===== config.mk =====
export PLATFORM = sky130hd
export DESIGN_NAME = timer_pin_io_control_decode
export DESIGN_NICKNAME = d
export VERILOG_FILES = /design/src/hw/tmr_ioc_pkg.sv /design/src/hw/chan_io_unit.sv /design/src/hw/timer_pin_io_control_decode.sv
export SDC_FILE = /design/constraint.sdc
export NUM_CORES = 1
export LEC_CHECK = 0
export BUFFER_PORTS_ARGS = -buffer_cell sky130_fd_sc_hd__buf_2
export CELL_PAD_IN_SITES_DETAIL_PLACEMENT = 0
export CELL_PAD_IN_SITES_GLOBAL_PLACEMENT = 2
export CORE_UTILIZATION = 35
export DETAILED_ROUTE_END_ITERATION = 7
export GPL_ROUTABILITY_DRIVEN = 0
export PLACE_DENSITY_LB_ADDON = 0.1
export SLEW_MARGIN = 20
export SYNTH_ARGS = -nofsm -noshare
export SYNTH_HDL_FRONTEND = slang
export SYNTH_SLANG_ARGS = --single-unit
export TNS_END_PERCENT = 20

===== constraint.sdc =====
create_clock -name core_clk_i -period 6.4 [get_ports core_clk_i]
set_input_delay 0.32 -clock core_clk_i [delete_from_list [all_inputs] [get_ports core_clk_i]]
set_output_delay 0.32 -clock core_clk_i [all_outputs]
set_load 0.01 [all_outputs]

===== src/hw/tmr_ioc_pkg.sv =====
// Shared constants and types for the timer pin I/O control decoder.
package tmr_ioc_pkg;

   // Channel slots handled by the decoder.
   localparam int NCH   = 4;
   localparam int CW    = 16;
   localparam int CH_B4 = 0;
   localparam int CH_B5 = 1;
   localparam int CH_A0 = 2;
   localparam int CH_D3 = 3;

   // APB register byte offsets.
   localparam int         AW            = 8;
   localparam logic [7:0] OFS_IOC_CH4   = 8'h00;
   localparam logic [7:0] OFS_IOC_CH5   = 8'h04;
   localparam logic [7:0] OFS_IOC_H_CH0 = 8'h08;
   localparam logic [7:0] OFS_IOC_L_CH3 = 8'h0c;
   localparam logic [7:0] OFS_CTL_CH4   = 8'h10;
   localparam logic [7:0] OFS_MODE_CH3  = 8'h14;
   localparam logic [7:0] OFS_GR_B4     = 8'h18;
   localparam logic [7:0] OFS_GR_B5     = 8'h1c;
   localparam logic [7:0] OFS_GR_A0     = 8'h20;
   localparam logic [7:0] OFS_GR_D3     = 8'h24;
   localparam logic [7:0] OFS_STATUS    = 8'h28;
   localparam logic [7:0] OFS_FLAGS     = 8'h2c;

   // Reset values.
   localparam logic [7:0]  IOC_RST  = 8'h00;
   localparam logic [2:0]  CTL_RST  = 3'h0;
   localparam logic [7:0]  MODE_RST = 8'h00;
   localparam logic [15:0] GR_RST   = 16'hffff;

   // Field layout.
   localparam int FW         = 4;
   localparam int FLD_HI_LSB = 4;
   localparam int FLD_LO_LSB = 0;
   localparam int PSC_W      = 3;
   localparam int BUFD_BIT   = 5;
   localparam int FB_CAP     = 3;
   localparam int FB_LVL     = 2;
   localparam int FB_SRC     = 2;
   localparam int FB_BOTH    = 1;
   localparam int FB_FALL    = 0;

   // Codes.
   localparam logic [2:0] PSC_UNDIV = 3'h0;
   localparam logic [1:0] ACT_OFF   = 2'h0;
   localparam logic [1:0] ACT_LOW   = 2'h1;
   localparam logic [1:0] ACT_HIGH  = 2'h2;
   localparam logic [1:0] ACT_TOG   = 2'h3;

   typedef enum logic [2:0] {
      MODE_OFF = 3'b001,
      MODE_CMP = 3'b010,
      MODE_CAP = 3'b100
   } chan_mode_t;

   typedef struct packed {
      logic          pin;
      logic [CW-1:0] count;
   } chan_ext_t;

   typedef struct packed {
      logic pin;
      logic oe;
      logic match;
      logic capture;
   } chan_out_t;

endpackage


===== src/hw/chan_io_unit.sv =====
// One channel's pin I/O control decode: compare action or capture trigger.
`timescale 1ns/1ps
`default_nettype none

module chan_io_unit #(
   parameter int CW          = 16,
   parameter bit HAS_CASCADE = 1'b1
) (
   // Clock and reset.
   input  wire logic                   core_clk_i,
   input  wire logic                   nrst_i,
   // Control field.
   input  wire logic [3:0]             field_i,
   input  wire logic                   field_load_i,
   input  wire logic                   inhibit_i,
   // Timer side.
   input  wire tmr_ioc_pkg::chan_ext_t ext_i,
   input  wire logic [CW-1:0]          gr_i,
   input  wire logic                   cascade_i,
   // Result.
   output tmr_ioc_pkg::chan_out_t      out_o
);
   import tmr_ioc_pkg::*;

   chan_mode_t mode;
   logic       pin_reg;
   logic       pin_next;
   logic       prev_reg;
   logic       rise;
   logic       fall;
   logic       pin_trig;
   logic       cas_sel;
   logic       match;

   always_comb begin
      if (inhibit_i) begin
         mode = MODE_OFF;
      end else if (field_i[FB_CAP]) begin
         mode = MODE_CAP;
      end else if (field_i[1:0] == ACT_OFF) begin
         mode = MODE_OFF;
      end else begin
         mode = MODE_CMP;
      end
   end

   assign match = (mode == MODE_CMP) && (ext_i.count == gr_i);

   always_ff @(posedge core_clk_i or negedge nrst_i) begin
      if (!nrst_i) begin
         prev_reg <= 1'b0;
      end else begin
         prev_reg <= ext_i.pin;
      end
   end

   assign rise    = ext_i.pin & ~prev_reg;
   assign fall    = ~ext_i.pin & prev_reg;
   assign cas_sel = HAS_CASCADE && field_i[FB_SRC];

   always_comb begin
      if (field_i[FB_BOTH]) begin
         pin_trig = rise | fall;
      end else if (field_i[FB_FALL]) begin
         pin_trig = fall;
      end else begin
         pin_trig = rise;
      end
   end

   always_comb begin
      pin_next = pin_reg;
      if (field_load_i) begin
         pin_next = field_i[FB_LVL];
      end else if (match) begin
         case (field_i[1:0])
            ACT_LOW:  pin_next = 1'b0;
            ACT_HIGH: pin_next = 1'b1;
            ACT_TOG:  pin_next = ~pin_reg;
            default:  pin_next = pin_reg;
         endcase
      end
   end

   always_ff @(posedge core_clk_i or negedge nrst_i) begin
      if (!nrst_i) begin
         pin_reg <= 1'b0;
      end else begin
         pin_reg <= pin_next;
      end
   end

   assign out_o.pin     = pin_reg;
   assign out_o.oe      = (mode == MODE_CMP);
   assign out_o.match   = match;
   assign out_o.capture = (mode == MODE_CAP) && (cas_sel ? cascade_i : pin_trig);

endmodule

`default_nettype wire


===== src/hw/timer_pin_io_control_decode.sv =====
// Top of the timer pin I/O control decoder with its APB register file.
//
// The implementer's own choices: the APB slave port and the register addresses.
`timescale 1ns/1ps
`default_nettype none

module timer_pin_io_control_decode (
   // Clock and reset.
   input  wire logic                      core_clk_i,
   input  wire logic                      nrst_i,
   // APB slave.
   input  wire logic [tmr_ioc_pkg::AW-1:0] paddr_i,
   input  wire logic                      psel_i,
   input  wire logic                      penable_i,
   input  wire logic                      pwrite_i,
   input  wire logic [31:0]               pwdata_i,
   input  wire logic [3:0]                pstrb_i,
   output logic                           pready_o,
   output logic [31:0]                    prdata_o,
   output logic                           pslverr_o,
   // Channel counters.
   input  wire logic [15:0]               counter_ch4_i,
   input  wire logic [15:0]               counter_ch5_i,
   input  wire logic [15:0]               counter_ch0_i,
   input  wire logic [15:0]               counter_ch3_i,
   // Cascade sources from neighbouring channels.
   input  wire logic                      ch3c_event_i,
   input  wire logic                      counter_ch1_step_i,
   input  wire logic                      counter_ch4_step_i,
   // Channel 4 B pin.
   input  wire logic                      pin_b_ch4_i,
   output logic                           pin_b_ch4_o,
   output logic                           pin_b_ch4_oe_o,
   // Channel 5 B pin.
   input  wire logic                      pin_b_ch5_i,
   output logic                           pin_b_ch5_o,
   output logic                           pin_b_ch5_oe_o,
   // Channel 0 A pin.
   input  wire logic                      pin_a_ch0_i,
   output logic                           pin_a_ch0_o,
   output logic                           pin_a_ch0_oe_o,
   // Channel 3 D pin.
   input  wire logic                      pin_d_ch3_i,
   output logic                           pin_d_ch3_o,
   output logic                           pin_d_ch3_oe_o,
   // Per-channel event pulses, bit order B4, B5, A0, D3.
   output logic [3:0]                     match_o,
   output logic [3:0]                     capture_o
);
   import tmr_ioc_pkg::*;

   ////////////////////////////////////////////////////////////////////////
   // Declarations.

   logic [7:0]       ioc_reg [NCH];
   logic [CW-1:0]    gr_reg [NCH];
   logic [PSC_W-1:0] ctl_ch4_reg;
   logic [7:0]       mode_ch3_reg;
   logic [NCH-1:0]   cap_flag_reg;
   logic [NCH-1:0]   match_flag_reg;
   logic [31:0]      rdata_reg;
   logic             rerr_reg;

   logic [31:0]      rdata_next;
   logic             rerr_next;
   logic             setup;
   logic             access;
   logic             wr_en;
   logic             hit_ioc;
   logic             hit_gr;
   logic             hit_ctl;
   logic             hit_mode;
   logic             hit_status;
   logic             hit_flags;
   logic [1:0]       sel_idx;

   logic [3:0]       field [NCH];
   logic [3:0]       field_sel [NCH];
   logic [NCH-1:0]   field_load;
   logic [NCH-1:0]   inhibit;
   logic [NCH-1:0]   cascade;
   logic [NCH-1:0]   gr_write;
   chan_ext_t        ext [NCH];
   chan_out_t        res [NCH];
   logic [NCH-1:0]   pin_lvl;
   logic [NCH-1:0]   pin_oe;

   ////////////////////////////////////////////////////////////////////////
   // APB phase and address decode.

   // Only the access phase of a write changes a register.
   assign setup    = psel_i & ~penable_i;
   assign access   = psel_i & penable_i;
   assign wr_en    = access & pwrite_i;
   assign pready_o = 1'b1;
   assign prdata_o = rdata_reg;
   assign pslverr_o = rerr_reg;

   always_comb begin
      hit_ioc    = 1'b0;
      hit_gr     = 1'b0;
      hit_ctl    = 1'b0;
      hit_mode   = 1'b0;
      hit_status = 1'b0;
      hit_flags  = 1'b0;
      sel_idx    = 2'h0;
      if (paddr_i == OFS_IOC_CH4) begin
         hit_ioc = 1'b1;
         sel_idx = 2'(CH_B4);
      end else if (paddr_i == OFS_IOC_CH5) begin
         hit_ioc = 1'b1;
         sel_idx = 2'(CH_B5);
      end else if (paddr_i == OFS_IOC_H_CH0) begin
         hit_ioc = 1'b1;
         sel_idx = 2'(CH_A0);
      end else if (paddr_i == OFS_IOC_L_CH3) begin
         hit_ioc = 1'b1;
         sel_idx = 2'(CH_D3);
      end else if (paddr_i == OFS_CTL_CH4) begin
         hit_ctl = 1'b1;
      end else if (paddr_i == OFS_MODE_CH3) begin
         hit_mode = 1'b1;
      end else if (paddr_i == OFS_GR_B4) begin
         hit_gr  = 1'b1;
         sel_idx = 2'(CH_B4);
      end else if (paddr_i == OFS_GR_B5) begin
         hit_gr  = 1'b1;
         sel_idx = 2'(CH_B5);
      end else if (paddr_i == OFS_GR_A0) begin
         hit_gr  = 1'b1;
         sel_idx = 2'(CH_A0);
      end else if (paddr_i == OFS_GR_D3) begin
         hit_gr  = 1'b1;
         sel_idx = 2'(CH_D3);
      end else if (paddr_i == OFS_STATUS) begin
         hit_status = 1'b1;
      end else if (paddr_i == OFS_FLAGS) begin
         hit_flags = 1'b1;
      end
   end

   ////////////////////////////////////////////////////////////////////////
   // Read data, captured in the setup phase and held through access.

   always_comb begin
      rdata_next = 32'h0000_0000;
      rerr_next  = 1'b0;
      if (hit_ioc) begin
         rdata_next[7:0] = ioc_reg[sel_idx];
      end else if (hit_gr) begin
         rdata_next[CW-1:0] = gr_reg[sel_idx];
      end else if (hit_ctl) begin
         rdata_next[PSC_W-1:0] = ctl_ch4_reg;
      end else if (hit_mode) begin
         rdata_next[7:0] = mode_ch3_reg;
      end else if (hit_status) begin
         rdata_next[2*NCH-1:0] = {pin_oe, pin_lvl};
      end else if (hit_flags) begin
         rdata_next[2*NCH-1:0] = {match_flag_reg, cap_flag_reg};
      end else begin
         rerr_next = 1'b1;
      end
   end

   always_ff @(posedge core_clk_i or negedge nrst_i) begin
      if (!nrst_i) begin
         rdata_reg <= 32'h0000_0000;
      end else if (setup) begin
         rdata_reg <= pwrite_i ? 32'h0000_0000 : rdata_next;
      end
   end

   // The error flag follows the address of the same setup phase.
   always_ff @(posedge core_clk_i or negedge nrst_i) begin
      if (!nrst_i) begin
         rerr_reg <= 1'b0;
      end else if (setup) begin
         rerr_reg <= rerr_next;
      end
   end

   ////////////////////////////////////////////////////////////////////////
   // Shared control registers.

   always_ff @(posedge core_clk_i or negedge nrst_i) begin
      if (!nrst_i) begin
         ctl_ch4_reg <= CTL_RST;
      end else if (wr_en && hit_ctl && pstrb_i[0]) begin
         ctl_ch4_reg <= pwdata_i[PSC_W-1:0];
      end
   end

   always_ff @(posedge core_clk_i or negedge nrst_i) begin
      if (!nrst_i) begin
         mode_ch3_reg <= MODE_RST;
      end else if (wr_en && hit_mode && pstrb_i[0]) begin
         mode_ch3_reg <= pwdata_i[7:0];
      end
   end

   ////////////////////////////////////////////////////////////////////////
   // Sticky event flags; a new event wins over a write-one clear.

   always_ff @(posedge core_clk_i or negedge nrst_i) begin
      if (!nrst_i) begin
         cap_flag_reg <= '0;
      end else if (wr_en && hit_flags && pstrb_i[0]) begin
         cap_flag_reg <= (cap_flag_reg & ~pwdata_i[NCH-1:0]) | capture_o;
      end else begin
         cap_flag_reg <= cap_flag_reg | capture_o;
      end
   end

   always_ff @(posedge core_clk_i or negedge nrst_i) begin
      if (!nrst_i) begin
         match_flag_reg <= '0;
      end else if (wr_en && hit_flags && pstrb_i[0]) begin
         match_flag_reg <= (match_flag_reg & ~pwdata_i[2*NCH-1:NCH]) | match_o;
      end else begin
         match_flag_reg <= match_flag_reg | match_o;
      end
   end

   ////////////////////////////////////////////////////////////////////////
   // Cascade sources and suppression.

   assign cascade[CH_B4] = ch3c_event_i;
   assign cascade[CH_B5] = 1'b0;
   assign cascade[CH_A0] = counter_ch1_step_i;
   assign cascade[CH_D3] = counter_ch4_step_i && (ctl_ch4_reg != PSC_UNDIV);

   assign inhibit[CH_B4] = 1'b0;
   assign inhibit[CH_B5] = 1'b0;
   assign inhibit[CH_A0] = 1'b0;
   assign inhibit[CH_D3] = mode_ch3_reg[BUFD_BIT];

   ////////////////////////////////////////////////////////////////////////
   // Timer side inputs.

   assign ext[CH_B4].pin   = pin_b_ch4_i;
   assign ext[CH_B4].count = counter_ch4_i;
   assign ext[CH_B5].pin   = pin_b_ch5_i;
   assign ext[CH_B5].count = counter_ch5_i;
   assign ext[CH_A0].pin   = pin_a_ch0_i;
   assign ext[CH_A0].count = counter_ch0_i;
   assign ext[CH_D3].pin   = pin_d_ch3_i;
   assign ext[CH_D3].count = counter_ch3_i;

   ////////////////////////////////////////////////////////////////////////
   // Per-channel registers and decode.

   for (genvar g = 0; g < NCH; g++) begin : g_ch
      localparam int  LSB = (g == CH_A0) ? FLD_LO_LSB : FLD_HI_LSB;
      localparam bit  CAS = (g != CH_B5);
      logic [1:0]     gidx;

      assign gidx          = 2'(g);
      assign field[g]      = ioc_reg[g][LSB +: FW];
      assign field_load[g] = wr_en && hit_ioc && (sel_idx == gidx) && pstrb_i[0];
      assign gr_write[g]   = wr_en && hit_gr && (sel_idx == gidx);

      // The new field acts already in the cycle in which it is written.
      always_comb begin
         field_sel[g] = field[g];
         if (field_load[g]) begin
            field_sel[g] = pwdata_i[LSB +: FW];
         end
      end

      always_ff @(posedge core_clk_i or negedge nrst_i) begin
         if (!nrst_i) begin
            ioc_reg[g] <= IOC_RST;
         end else if (field_load[g]) begin
            ioc_reg[g] <= pwdata_i[7:0];
         end
      end

      // A capture wins over a software write in the same cycle.
      always_ff @(posedge core_clk_i or negedge nrst_i) begin
         if (!nrst_i) begin
            gr_reg[g] <= GR_RST;
         end else if (res[g].capture) begin
            gr_reg[g] <= ext[g].count;
         end else if (gr_write[g]) begin
            if (pstrb_i[0]) begin
               gr_reg[g][7:0] <= pwdata_i[7:0];
            end
            if (pstrb_i[1]) begin
               gr_reg[g][15:8] <= pwdata_i[15:8];
            end
         end
      end

      chan_io_unit #(
         .CW          (CW),
         .HAS_CASCADE (CAS)
      ) chan_io_unit_inst (
         .core_clk_i   (core_clk_i),
         .nrst_i       (nrst_i),
         .field_i      (field_sel[g]),
         .field_load_i (field_load[g]),
         .inhibit_i    (inhibit[g]),
         .ext_i        (ext[g]),
         .gr_i         (gr_reg[g]),
         .cascade_i    (cascade[g]),
         .out_o        (res[g])
      );

      assign pin_lvl[g]   = res[g].pin;
      assign pin_oe[g]    = res[g].oe;
      assign match_o[g]   = res[g].match;
      assign capture_o[g] = res[g].capture;
   end

   ////////////////////////////////////////////////////////////////////////
   // Pin outputs.

   assign pin_b_ch4_o    = pin_lvl[CH_B4];
   assign pin_b_ch4_oe_o = pin_oe[CH_B4];
   assign pin_b_ch5_o    = pin_lvl[CH_B5];
   assign pin_b_ch5_oe_o = pin_oe[CH_B5];
   assign pin_a_ch0_o    = pin_lvl[CH_A0];
   assign pin_a_ch0_oe_o = pin_oe[CH_A0];
   assign pin_d_ch3_o    = pin_lvl[CH_D3];
   assign pin_d_ch3_oe_o = pin_oe[CH_D3];

endmodule

`default_nettype wire


---- Word level (Yosys, flattened, before mapping) ----
Cells that the tools add are included.
Widths: inputs -> output; s select.
storage, ports and cells
  input port bits ......................... 120
  flip-flop bits (word level) ............. 156
  output and inout port bits .............. 50
cells by class
  order comparisons ....................... 1
  eq/ne operators ......................... 38
  reductions and logical operators ........ 68
  bitwise logic cells ..................... 37
  mux-type cells .......................... 128
operators by type and width
  cell                number
  $mux 16             11
  $mux 8              11
  $mux 1              73
  $eq 16x16->1        4
  $bmux 16 s2         1
  $eq 8x5->1 const B  4
  $eq 8x6->1 const B  4
  $reduce_bool 2->1   16
  $logic_and 1x1->1   29
  $mux 2              14
  $mux 4              6
  $reduce_and 2->1    12
  $eq 2x2->1 const B  10
  $mux 3              6
  $bmux 8 s2          1
  $eq 8x4->1 const B  2
  $or 4x4->4          4
  $reduce_bool 4->1   4
  $not 1->1           13
  $eq 3x2->1 const B  4
  $eq 3x3->1 const B  4
  $pmux 1 s3          4
  $and 1x1->1         11
  $eq 2x1->1 const B  5
  10 further kinds    19

---- Longest topological paths before layout ----
Gate-level depths: netlist of the first run.
  depth in word-level cells ............... 26
  depth in mapped cells ................... 12
  gate-level depth less buffers ........... 9

---- Cells and area by module ----
A second synthesis of the first run with hierarchy kept.
unflattened totals
  cells, all modules ...................... 832
  area, all modules ....................... 8,653.3 µm²
by module, submodules not included
  module                                         area each (µm²)  cells each  times used  sequential area each (µm²)
  timer_pin_io_control_decode                    7,000.5          641         1           3,383.2
  chan_io_unit at g_ch[0].chan_io_unit_inst ...  430.4            49          3           50.0
  chan_io_unit at g_ch[1].chan_io_unit_inst      361.6            44          1           50.0

---- Worst setup path before layout of the first run ----
OpenSTA, ideal clock, no wires.
  path kind ............................... input to register
  start point ............................. input paddr_i[1] (netlist name)
  end point ............................... register rdata_reg[7], in the netlist prdata_o[7]
  path buffers ............................ 3
  path slack .............................. 3,243 ps
  stages on the path ...................... 11
  arrival time ............................ 3,036 ps
  cell sequence ........................... or4_4 buf_6 or4_4 buf_6 clkbuf_1 mux2_2 inv_1 ha_1 o31ai_1 a221o_1 a32o_1
on the way
  word-level cells in the longest chain between the ends .. 26
  elaborated cells on any way between the ends .. 94
  those cells by class .................... eq/ne (13); mux (75); bitwise (1); reduce/logical (5)
RTL lines
  item                    RTL line                            source
  start: declaration      timer_pin_io_control_decode.sv:12   input wire logic [tmr_ioc_pkg::AW-1:0] paddr_i,
  $eq 8x6->1              timer_pin_io_control_decode.sv:132  end else if (paddr_i == OFS_GR_D3) begin
  $mux 2                  timer_pin_io_control_decode.sv:132
  $mux 2                  timer_pin_io_control_decode.sv:129  end else if (paddr_i == OFS_GR_A0) begin
  $mux 2                  timer_pin_io_control_decode.sv:126  end else if (paddr_i == OFS_GR_B5) begin
  $mux 2                  timer_pin_io_control_decode.sv:123  end else if (paddr_i == OFS_GR_B4) begin
  $mux 2                  timer_pin_io_control_decode.sv:121  end else if (paddr_i == OFS_MODE_CH3) begin
  $mux 2                  timer_pin_io_control_decode.sv:119  end else if (paddr_i == OFS_CTL_CH4) begin
  $mux 2                  timer_pin_io_control_decode.sv:116  end else if (paddr_i == OFS_IOC_L_CH3) begin
  (+10 left out)          --
  $mux 3                  chan_io_unit.sv:36                  if (inhibit_i) begin
  $eq 3x2->1              chan_io_unit.sv:94                  assign out_o.oe = (mode == MODE_CMP);
  $mux 8                  timer_pin_io_control_decode.sv:156  end else if (hit_status) begin
  $mux 8                  timer_pin_io_control_decode.sv:154  end else if (hit_mode) begin
  $mux 5                  timer_pin_io_control_decode.sv:152  end else if (hit_ctl) begin
  $mux 8                  timer_pin_io_control_decode.sv:150  end else if (hit_gr) begin
  $mux 8 *                timer_pin_io_control_decode.sv:148  if (hit_ioc) begin
  $mux 16 *               timer_pin_io_control_decode.sv:169  rdata_reg <= pwrite_i ? 32'h0000_0000 : rdata_next;
  end signal: assignment  timer_pin_io_control_decode.sv:169
  end: declaration        timer_pin_io_control_decode.sv:61   logic [31:0] rdata_reg;
Mark *: on every way between the ends. The rest lies on a longest branch, timed or not. The select of a mux whose other input is x is not followed.
A chain may end at the register's enable or synchronous reset.

---- Worst setup path in the final report of the first run ----
  start point ............................. input paddr_i[2] (netlist name)
  end point ............................... output capture_o[1]
on the way
  word-level cells in the longest chain between the ends .. 20
  elaborated cells on any way between the ends .. 36
  those cells by class .................... eq/ne (11); mux (19); reduce/logical (6)
RTL lines
  item                               RTL line                            source
  $eq 8x6->1                         timer_pin_io_control_decode.sv:132
  $mux 2                             timer_pin_io_control_decode.sv:132
  $mux 2                             timer_pin_io_control_decode.sv:129
  $mux 2                             timer_pin_io_control_decode.sv:126
  $mux 2                             timer_pin_io_control_decode.sv:123
  $mux 2                             timer_pin_io_control_decode.sv:121
  $mux 2                             timer_pin_io_control_decode.sv:119
  $mux 2                             timer_pin_io_control_decode.sv:116
  (+3 left out)                      --
  $eq 2x1->1                         timer_pin_io_control_decode.sv:259  assign field_load[g] = wr_en && hit_ioc && (sel_idx == gidx) && pstrb_i[0];
  $logic_and 1x1->1 * (2 in series)  timer_pin_io_control_decode.sv:259
  $mux 4 *                           timer_pin_io_control_decode.sv:265  if (field_load[g]) begin
  $logic_not 2->1                    chan_io_unit.sv:40                  end else if (field_i[1:0] == ACT_OFF) begin
  $mux 2                             chan_io_unit.sv:40
  $mux 3                             chan_io_unit.sv:38                  end else if (field_i[FB_CAP]) begin
  $eq 3x3->1                         chan_io_unit.sv:96                  assign out_o.capture = (mode == MODE_CAP) && (cas_sel ? cascade_i : pin_trig);
  $logic_and 1x1->1 *                chan_io_unit.sv:96
  end: declaration                   timer_pin_io_control_decode.sv:48   output logic [3:0] capture_o
Mark *: on every way between the ends. The rest lies on a longest branch, timed or not.

==> out/results.ini, run 1 <==
[timing]
clock_skew_ps=9.07
hold_viol=4
finalMaxSlewViolations=0
worstMarginPinSlew_ps=903
max_freq_mhz=269
max_slew_margin_pct=39.3
tns_ps=0
setup_viol=0
min_period_ps=3710
fin_crit_sh_pct=58.0
rsz0062_at_grt=false
hold_ws_ps=-14.1

[placed_design]
io_buffers=134
hpwl_mm=21.8
placed_area_um2=9780

[clock_tree]
cts_resized=0
clk_latency_ps=430
cts-root-buf=clkbuf_16
cts_setup_buffers=0
ctsHtreeMaxLevel=4
cts_buffer_depth=2
cts_tree=done
numCtsBuffers=17
holdBufCountCts=0
clk_pin_slew_ps=70
clock_sinks=140

[logic_synthesis]
avgSynthCellArea_um2=9.99
netlist_area_um2=8860
synth-edff-count=0
synth_flop_cell=dfrtp_1
yosysTopAreaCell=dfrtp_1
ys_async_sr_fraction_pct=100
yosysWarnings=0
synth_seq_cells=140
synth.distinct_cells=70
synth_area_leaders=dfrtp_1 21%, dfstp_2 19%, mux2_2 7.9%
synthCells=887
synth_top_cell_area_share_pct=21.5
yosysSeqAreaShare_pct=40.4

[route]
wl_per_cell_um=22.0
dr.pass1.iters=5
drc=0
drt_wl_total_mm=29.5
ant_nets=0
vias=7019
drt-initial-drc-count=406
viasPerCell=5.24

[critical_path]
r2r_slack_ps=4070
critPathRequiredTime_ps=6080
arrival_ps=3390
start_kind=input port
rr_startpoint=gr_reg[9]
cp-startpoint=paddr_i[2]
setup.worst_path.end_class=output port
path_max_fanout=39
crit_type=input port to output port

[final_layout]
area.growth.synth_to_final_pct=17.1
regArea_um2=3580
largest_reg_flops=64
drive_above_1_share_pct=33.4
fin_nets=1139
final_area_um2=10400
antennaDiodeCount=0
mostFrequentLayoutCells=133 x buf_2, 90 x nand2_1, 76 x dfrtp_1, 69 x mux2i_1, 66 x nor2_1
multi_input_area_um2=4870
final_common_cell=buf_2
fill_cells=2472

[status]
outcome=finished with violations
failed_checks=negative hold slack

[floorplan]
dieArea_um2=26000
rows=57
num_io_pins=170
die_height_um=161
core_um2=24600
die_w_um=161
initial_core_util_pct=36.0

[global_routing]
overflow=0
grt_pass1_vias=7011
antenna_found_initial=0
grt_max_degree=91
grt_pass1_wl_mm=45.0
grtUsageTotal_pct=23.7

[power_and_ir_drop]
leakage_nw=4.83
total_power_mw=2.20
power.density_nw_per_um2=212
max-vdd-ir-drop_mv=0.130

[run]
max-cap-violations=0

[worst_hold_path]
hp-class=input port to asynchronous set/reset pin

area by class of cell:
type                    count  area share (%)
multi-input cells         661            47.0
well taps                 324            3.91
inverters                  31            1.12
clock buffers              22            4.68
clock inverters            10            1.00
flip-flops and latches    140            34.5
repair buffers            151            7.76
kinds of logic after synthesis:
kind of cell,synth area share [%]
AO/OA/AOI/OAI,13.2
XOR/XNOR,6.52
adder cells (fa/ha/maj),2.40
other,0.0847
buffers and inverters,5.69
multiplexers,19.3
AND/OR/NAND/NOR,12.4
flip-flops,40.4
metal layers:
metal | vias up | GRT usage, % | part of all wire, %
met1 | 3455 | 36.4 | 52
met2 | 183 | 34.5 | 43
met3 | 18 | 4.11 | 4.1
met5 | - | 0 | 0
li1 | 3363 | - | -
met4 | 0 | 4.42 | 0.84
power breakdown:
| part | switching, mW | internal (mW) |
|---|---|---|
| logic | 0.146 | 0.0949 |
| clock network | 0.413 | 0.584 |
| registers | 0.0322 | 0.932 |
worst max-delay path, cell delays in order:
cell      delay [ps]
buf_2            670
nand2b_1         430
nor4_4           780
mux2_2           420
o311a_1          330
buf_4            230
buf_2            180
cell usage after synthesis (7+ instances only):
cell       n
nand2_1   90
dfrtp_1   76
mux2i_1   69
nor2_1    66
dfstp_2   64
mux2_2    62
o21ai_0   52
xor2_1    49
a21oi_1   46
clkbuf_1  34
inv_1     31
buf_4     23
ha_1      17
xnor2_1   17
nor4_1    14
nand3_1   13
nor3_1    13
nand4_1   12
a22o_1     8
and3_1     8
mux2_4     8
mux4_2     8
o211ai_1   7
path summary, 6_finish.rpt:
kind,end,cells after the start
max in group asynchronous,prdata_o[8],2
worst max register to register,g_ch[3].chan_io_unit_inst.pin_reg,6
min in group core_clk_i,g_ch[2].chan_io_unit_inst.prev_reg,1
worst min-delay path,prdata_o[9],1
worst max-delay path,capture_o[1],7
worst min register to register,cap_flag_reg[2],2
through the flow:
| stage | utilization [%] | worst slack, ps | std cells | hold WS, ps |
|---|---|---|---|---|
| final | 42.2 | 2690 | 1339 | -14.1 |
| after global routing | 42.2 | 2540 | 1339 | 10.2 |
| after CTS | 42.2 | 2710 | 1339 | 11.3 |
| after detailed placement | 39.8 | 2700 | 1307 | 461 |
| after global placement | 39.7 | 2680 | 1307 | 460 |
| after floorplan | - | 3240 | 902 | 24.4 |
(Power assumes the default switching activity.)
==> run 2: changes to the inputs <==
- ABC_AREA: default -> 1
- CORE_UTILIZATION: 35 -> 29
- clock period: 6.4 -> 3.4 ns (I/O delays scaled with it)
==> run 2 against run 1 <==
Against the previous run:
- the flow now finishes without violations
- count of clock-buffer cells in the layout rose by 1
- routed wire length rose by 22%
- sequential cell count did not move
- global-route usage fell by 1.2 points
- core utilization fell by 6.7 points
- final cell count rose by 38%
- hold slack improved by 22 ps
- largest power group is now registers
- critical path type unchanged
- total power rose by 100%
- clock power rose by 95%
- setup slack got worse by 2200 ps
- critical path depth rose by 5
- die area rose by 26%
==> out/results.ini, run 2 <==
[status]
outcome=finished, final reports clean

[route]
vias=8903  ; +27%
wl_per_cell_um=19.5  ; -11%
ant_nets=0  ; unchanged
drt_wl_total_mm=36.1  ; +22%
viasPerCell=4.82  ; -8.1%
drt-initial-drc-count=575  ; +42%
drc=0  ; unchanged
dr.pass1.iters=5  ; unchanged

[floorplan]
dieArea_um2=32800  ; +26%
die_height_um=181  ; +12%
rows=65  ; +14%
initial_core_util_pct=29.5  ; -6.5 points
num_io_pins=170  ; unchanged
core_um2=31600  ; +28%
die_w_um=181  ; +12%

[clock_tree]
ctsHtreeMaxLevel=4  ; unchanged
cts-root-buf=clkbuf_16
clk_pin_slew_ps=60  ; about the same
cts_setup_buffers=0  ; unchanged
clk_latency_ps=430  ; about the same
cts_buffer_depth=2  ; unchanged
numCtsBuffers=17  ; unchanged
cts_resized=0  ; unchanged
cts_tree=done
clock_sinks=140  ; unchanged

[timing]
max_slew_margin_pct=46.3  ; +7.0 points
fin_crit_sh_pct=84.9
tns_ps=0  ; unchanged
finalMaxSlewViolations=0  ; unchanged
worstMarginPinSlew_ps=798  ; -105 ps
max_freq_mhz=347
clock_skew_ps=13.3  ; +4.19 ps
min_period_ps=2890
layout_setup_ws_ps=514  ; -2170 ps
hold_viol=0  ; -4
setup_viol=0  ; unchanged
hold_ws_ps=7.97  ; +22.1 ps
rsz0062_at_grt=false

[critical_path]
critPathRequiredTime_ps=3230  ; -2850 ps
crit_type=input port to output port
path_max_fanout=16  ; -59%
setup.worst_path.end_class=output port
arrival_ps=2720  ; -670 ps
start_kind=input port

[global_routing]
grt_max_degree=56  ; -38%
grt_util_met1_pct=29.1  ; -7.3 points
grtUsageTotal_pct=22.5  ; -1.2 points
grt_pass1_wl_mm=54.5  ; +21%
grt_pass1_vias=8736  ; +25%
grt_use_met2_pct=38.8  ; +4.2 points
met3_usage_pct=3.41  ; -0.70 points
grt-busiest-layer=met2
overflow=0  ; unchanged
antenna_found_initial=1  ; +1

[power_and_ir_drop]
max-vdd-ir-drop_mv=0.353  ; +170%
leakage_nw=5.75  ; +19%
total_power_mw=4.51  ; +100%
power.density_nw_per_um2=404  ; +90%

[placed_design]
place_ws_ps=506  ; -2200 ps
placed_area_um2=10400  ; +6.3%
dp_cells=1798  ; +38%
hpwl_mm=27.2  ; +24%
io_buffers=134  ; unchanged

[final_layout]
fin_nets=1571  ; +38%
largest_reg_flops=64  ; unchanged
mostFrequentLayoutCells=365 x nand2_1, 206 x nand3_1, 153 x inv_1, 133 x buf_2, 76 x dfrtp_1
drive_above_1_share_pct=22.5  ; -11 points
final_common_cell=nand2_1
antennaDiodeCount=0  ; unchanged
final_area_um2=11200  ; +7.8%
final_cells=1849  ; +38%
area.growth.synth_to_final_pct=20.1
utilization_pct=35.4  ; -6.7 points

[logic_synthesis]
synth-edff-count=0  ; unchanged
synthCells=1274  ; +44%
synth.most_common_cell=nand2_1
synth_top_cell_area_share_pct=20.4  ; -1.0 points
yosysTopAreaCell=dfrtp_1
synth_flop_cell=dfrtp_1
synth_seq_cells=140  ; unchanged
yosysSeqAreaShare_pct=38.5  ; -1.9 points
yosysWarnings=0  ; unchanged
netlist_area_um2=9310  ; +5.0%
ys_top_cells_by_count=365 x nand2_1, 206 x nand3_1, 153 x inv_1
avgSynthCellArea_um2=7.31  ; -27%
synth_area_leaders=dfrtp_1 20%, dfstp_2 18%, nand2_1 15%
synth.distinct_cells=49  ; -30%
ys_async_sr_fraction_pct=100  ; unchanged

[worst_hold_path]
hp-class=input port to flip-flop

[run]
max-cap-violations=0  ; unchanged

run 2: worst max-delay path, stage by stage:
cell,delay [ps]
buf_2,110
nor2_2,180
nand3_4,210
nor2_4,420
nand3_2,120
buf_4,210
o21ai_2,210
inv_2,70
nand2_1,80
nand3_2,290
inv_2,410
buf_2,200
run 2: layout make-up:
type                       count  area, um^2
inverter                     158         593
sequential                   140        3580
clock buffer                  23         510
timing repair buffer         186        1130
fill                        3504       20400
tap                          402         503
clock inverter                 9        81.3
multi-input combinational    931        4780
run 2: layer usage:
metal  vias to the layer above  wire length (um)
li1                       4437                 -
met1                      4233             16200
met2                       198             17900
met3                        33              1330
met4                         2               626
met5                         -                14
run 2: kinds of logic after synthesis:
family | after synthesis | synth area share, %
buffers and inverters | 218 | 10.7
xor gates and xnor gates | 44 | 4.14
DFF | 140 | 38.5
adders and majority gates | 17 | 2.28
and+or+nand+nor | 718 | 35.1
other | 2 | 0.0807
AOI/OAI and AO/OA | 135 | 9.14
run 2: power by group:
group / internal [mW] / switching [mW]
Sequential: 1.83 / 0.112
Combinational: 0.253 / 0.378
Clock: 1.13 / 0.803
Total: 3.22 / 1.29
run 2: final timing paths:
kind / startpoint / to / slack (ps) / cells past startpoint
hold reg to reg: prdata_o[5] / prdata_o[5] / 470 / 2
hold / removal: counter_ch3_i[7] / gr_reg[7] / 8 / 3
setup / recovery: paddr_i[1] / capture_o[1] / 510 / 12
setup reg to reg: gr_reg[19] / g_ch[2].chan_io_unit_inst.pin_reg / 1160 / 9
min in group asynchronous: nrst_i / prdata_o[5] / 300 / 2
max in group asynchronous: nrst_i / gr_reg[17] / 2250 / 3
run 2: what timing repair did:
action,4_1_cts,5_1_grt
endpoints found under the hold margin,50,0
hold buffers,19,0
endpoints found under the setup margin,0,0
==> run 3: changes to the inputs <==
- clock period: 3.4 -> 2.6 ns (I/O delays scaled with it)
==> run 3 against run 2 <==
Against the previous run:
- core utilization up 1.4 points
- highest routed layer is now met4
- sequential cell count unchanged
- setup slack worse by 310 ps
- global-route usage down 0.11 points
==> out/results.ini, run 3 (synthesis results as in run 2) <==
[timing]
finalMaxSlewViolations=0  ; unchanged
rsz0062_at_grt=false
setup_viol=0  ; unchanged
hold_viol=0  ; unchanged
clock_skew_ps=9.64  ; -3.62 ps
min_period_ps=2400
worstMarginPinSlew_ps=538  ; -260 ps
max_slew_margin_pct=63.9  ; +18 points
max_freq_mhz=417
tns_ps=0  ; unchanged
fin_crit_sh_pct=92.2
hold_ws_ps=13.3  ; +5.33 ps

[final_layout]
drive_above_1_share_pct=23.2  ; +0.77 points
final_common_cell=nand2_1
multi_input_area_um2=4790  ; +0.10%
largest_reg_flops=64  ; unchanged
antennaDiodeCount=0  ; unchanged
area.growth.synth_to_final_pct=24.9
regArea_um2=3580  ; unchanged
mostFrequentLayoutCells=365 x nand2_1, 206 x nand3_1, 153 x inv_1, 133 x buf_2, 76 x dfrtp_1
fill_cells=3455  ; -1.4%
fin_nets=1618  ; +3.0%
final_area_um2=11600  ; +4.0%

[route]
drt-initial-drc-count=445  ; -23%
drt_wl_total_mm=35.7  ; -1.1%
viasPerCell=4.74  ; -1.5%
vias=8989  ; +0.97%
drc=0  ; unchanged
dr.pass1.iters=5  ; unchanged
wl_per_cell_um=18.8  ; -3.6%
ant_nets=0  ; unchanged

[critical_path]
r2r_slack_ps=540  ; -620 ps
slowest_delay_ps=560  ; +140 ps
cpLargestDelayFamily=simple AND/OR/NAND/NOR gates
critPathRequiredTime_ps=2470  ; -760 ps
crit_path_cell_trace=xnor2_1, nand4_1, nor3_1, and3_1, nand2_1, inv_1, buf_2
critPathBufInv=2  ; -3
setup.worst_path.end_class=output port
cpMaxStageDelayCell=dfstp_2
path_max_fanout=3  ; -13
arrival_ps=2270  ; -450 ps
crit_type=flip-flop to output port
start_kind=flip-flop

[placed_design]
io_buffers=134  ; unchanged
placed_area_um2=10600  ; +1.9%
hpwl_mm=27.2  ; +0.24%

[clock_tree]
cts_tree=done
cts-root-buf=clkbuf_16
clock_sinks=140  ; unchanged
cts_buffer_depth=2  ; unchanged
ctsHtreeMaxLevel=4  ; unchanged
cts_setup_buffers=0  ; unchanged
clk_latency_ps=450  ; +20 ps
numCtsBuffers=17  ; unchanged
clk_pin_slew_ps=60  ; about the same

[global_routing]
grt_pass1_wl_mm=54.3  ; -0.34%
grt_max_degree=57  ; +1.8%
grtUsageTotal_pct=22.3  ; -0.11 points
overflow=0  ; unchanged
antenna_found_initial=0  ; -1
grt_pass1_vias=8918  ; +2.1%

[floorplan]
dieArea_um2=32800  ; unchanged
initial_core_util_pct=29.5  ; unchanged
num_io_pins=170  ; unchanged
core_um2=31600  ; unchanged
rows=65  ; unchanged
die_w_um=181  ; unchanged
die_height_um=181  ; unchanged

[run]
max-cap-violations=0  ; unchanged

[power_and_ir_drop]
max-vdd-ir-drop_mv=0.442  ; +25%
power.density_nw_per_um2=509  ; +26%
leakage_nw=5.97  ; +3.9%

[worst_hold_path]
hp-class=input port to flip-flop

[status]
outcome=finished, final reports clean

[run 3: tightest hold or removal path: stages]
cell and delay, ps:
buf_2 90, nor2_1 50, nand3_1 70, o31ai_1 70
[run 3: repair_timing]
action	4_1_cts	5_1_grt
endpoints found under the setup margin	0	2
gates resized for setup	0	2
hold buffers	45	0
endpoints found under the hold margin	63	0
[run 3: final timing paths]
check                               to  cells after the start                          startpoint
max                         match_o[3]                      7                          gr_reg[13]
min                          pslverr_o                      4                           penable_i
max reg2reg                 gr_reg[46]                      7  g_ch[1].chan_io_unit_inst.prev_reg
min reg2reg                prdata_o[5]                      2                         prdata_o[5]
max in group asynchronous    gr_reg[6]                      3                              nrst_i
min in group asynchronous  prdata_o[5]                      2                              nrst_i
[run 3: per-stage QoR]
| step | worst slack, ps | instances | util, % | total power [mW] |
|---|---|---|---|---|
| 3_3_place_gp | 138 | 1819 | 33.6 | 3.40 |
| 3_5_place_dp | 137 | 1819 | 33.6 | 3.40 |
| 5_1_grt | 19.6 | 1896 | 36.9 | 6.19 |
| 2_1_floorplan | 394 | 1289 | - | 3.00 |
| 4_1_cts | 177 | 1896 | 36.8 | 6.00 |
| 6_report | 202 | 1896 | 36.9 | 5.91 |
[run 3: metal layers]
metal	global-route usage, %	part of all wire (%)
met5	0	0
met4	6.92	2.0
met3	2.70	3.2
met2	38.9	50
met1	28.7	45
[run 3: area by class of cell]
| type | instances | share of cell area [%] |
|---|---|---|
| Clock buffer | 19 | 3.72 |
| Multi-Input combinational cell | 931 | 41.2 |
| Sequential cell | 140 | 30.8 |
| Tap cell | 402 | 4.33 |
| Timing Repair Buffer | 233 | 13.6 |
| Inverter | 158 | 5.10 |
| Clock inverter | 13 | 1.23 |
[run 3: power by group]
group / total [mW] / leakage (nW) / switching, mW / internal, mW
Clock: 2.50 / 0.278 / 1.08 / 1.42
Combinational: 0.866 / 4.04 / 0.496 / 0.369
Sequential: 2.54 / 1.66 / 0.146 / 2.40
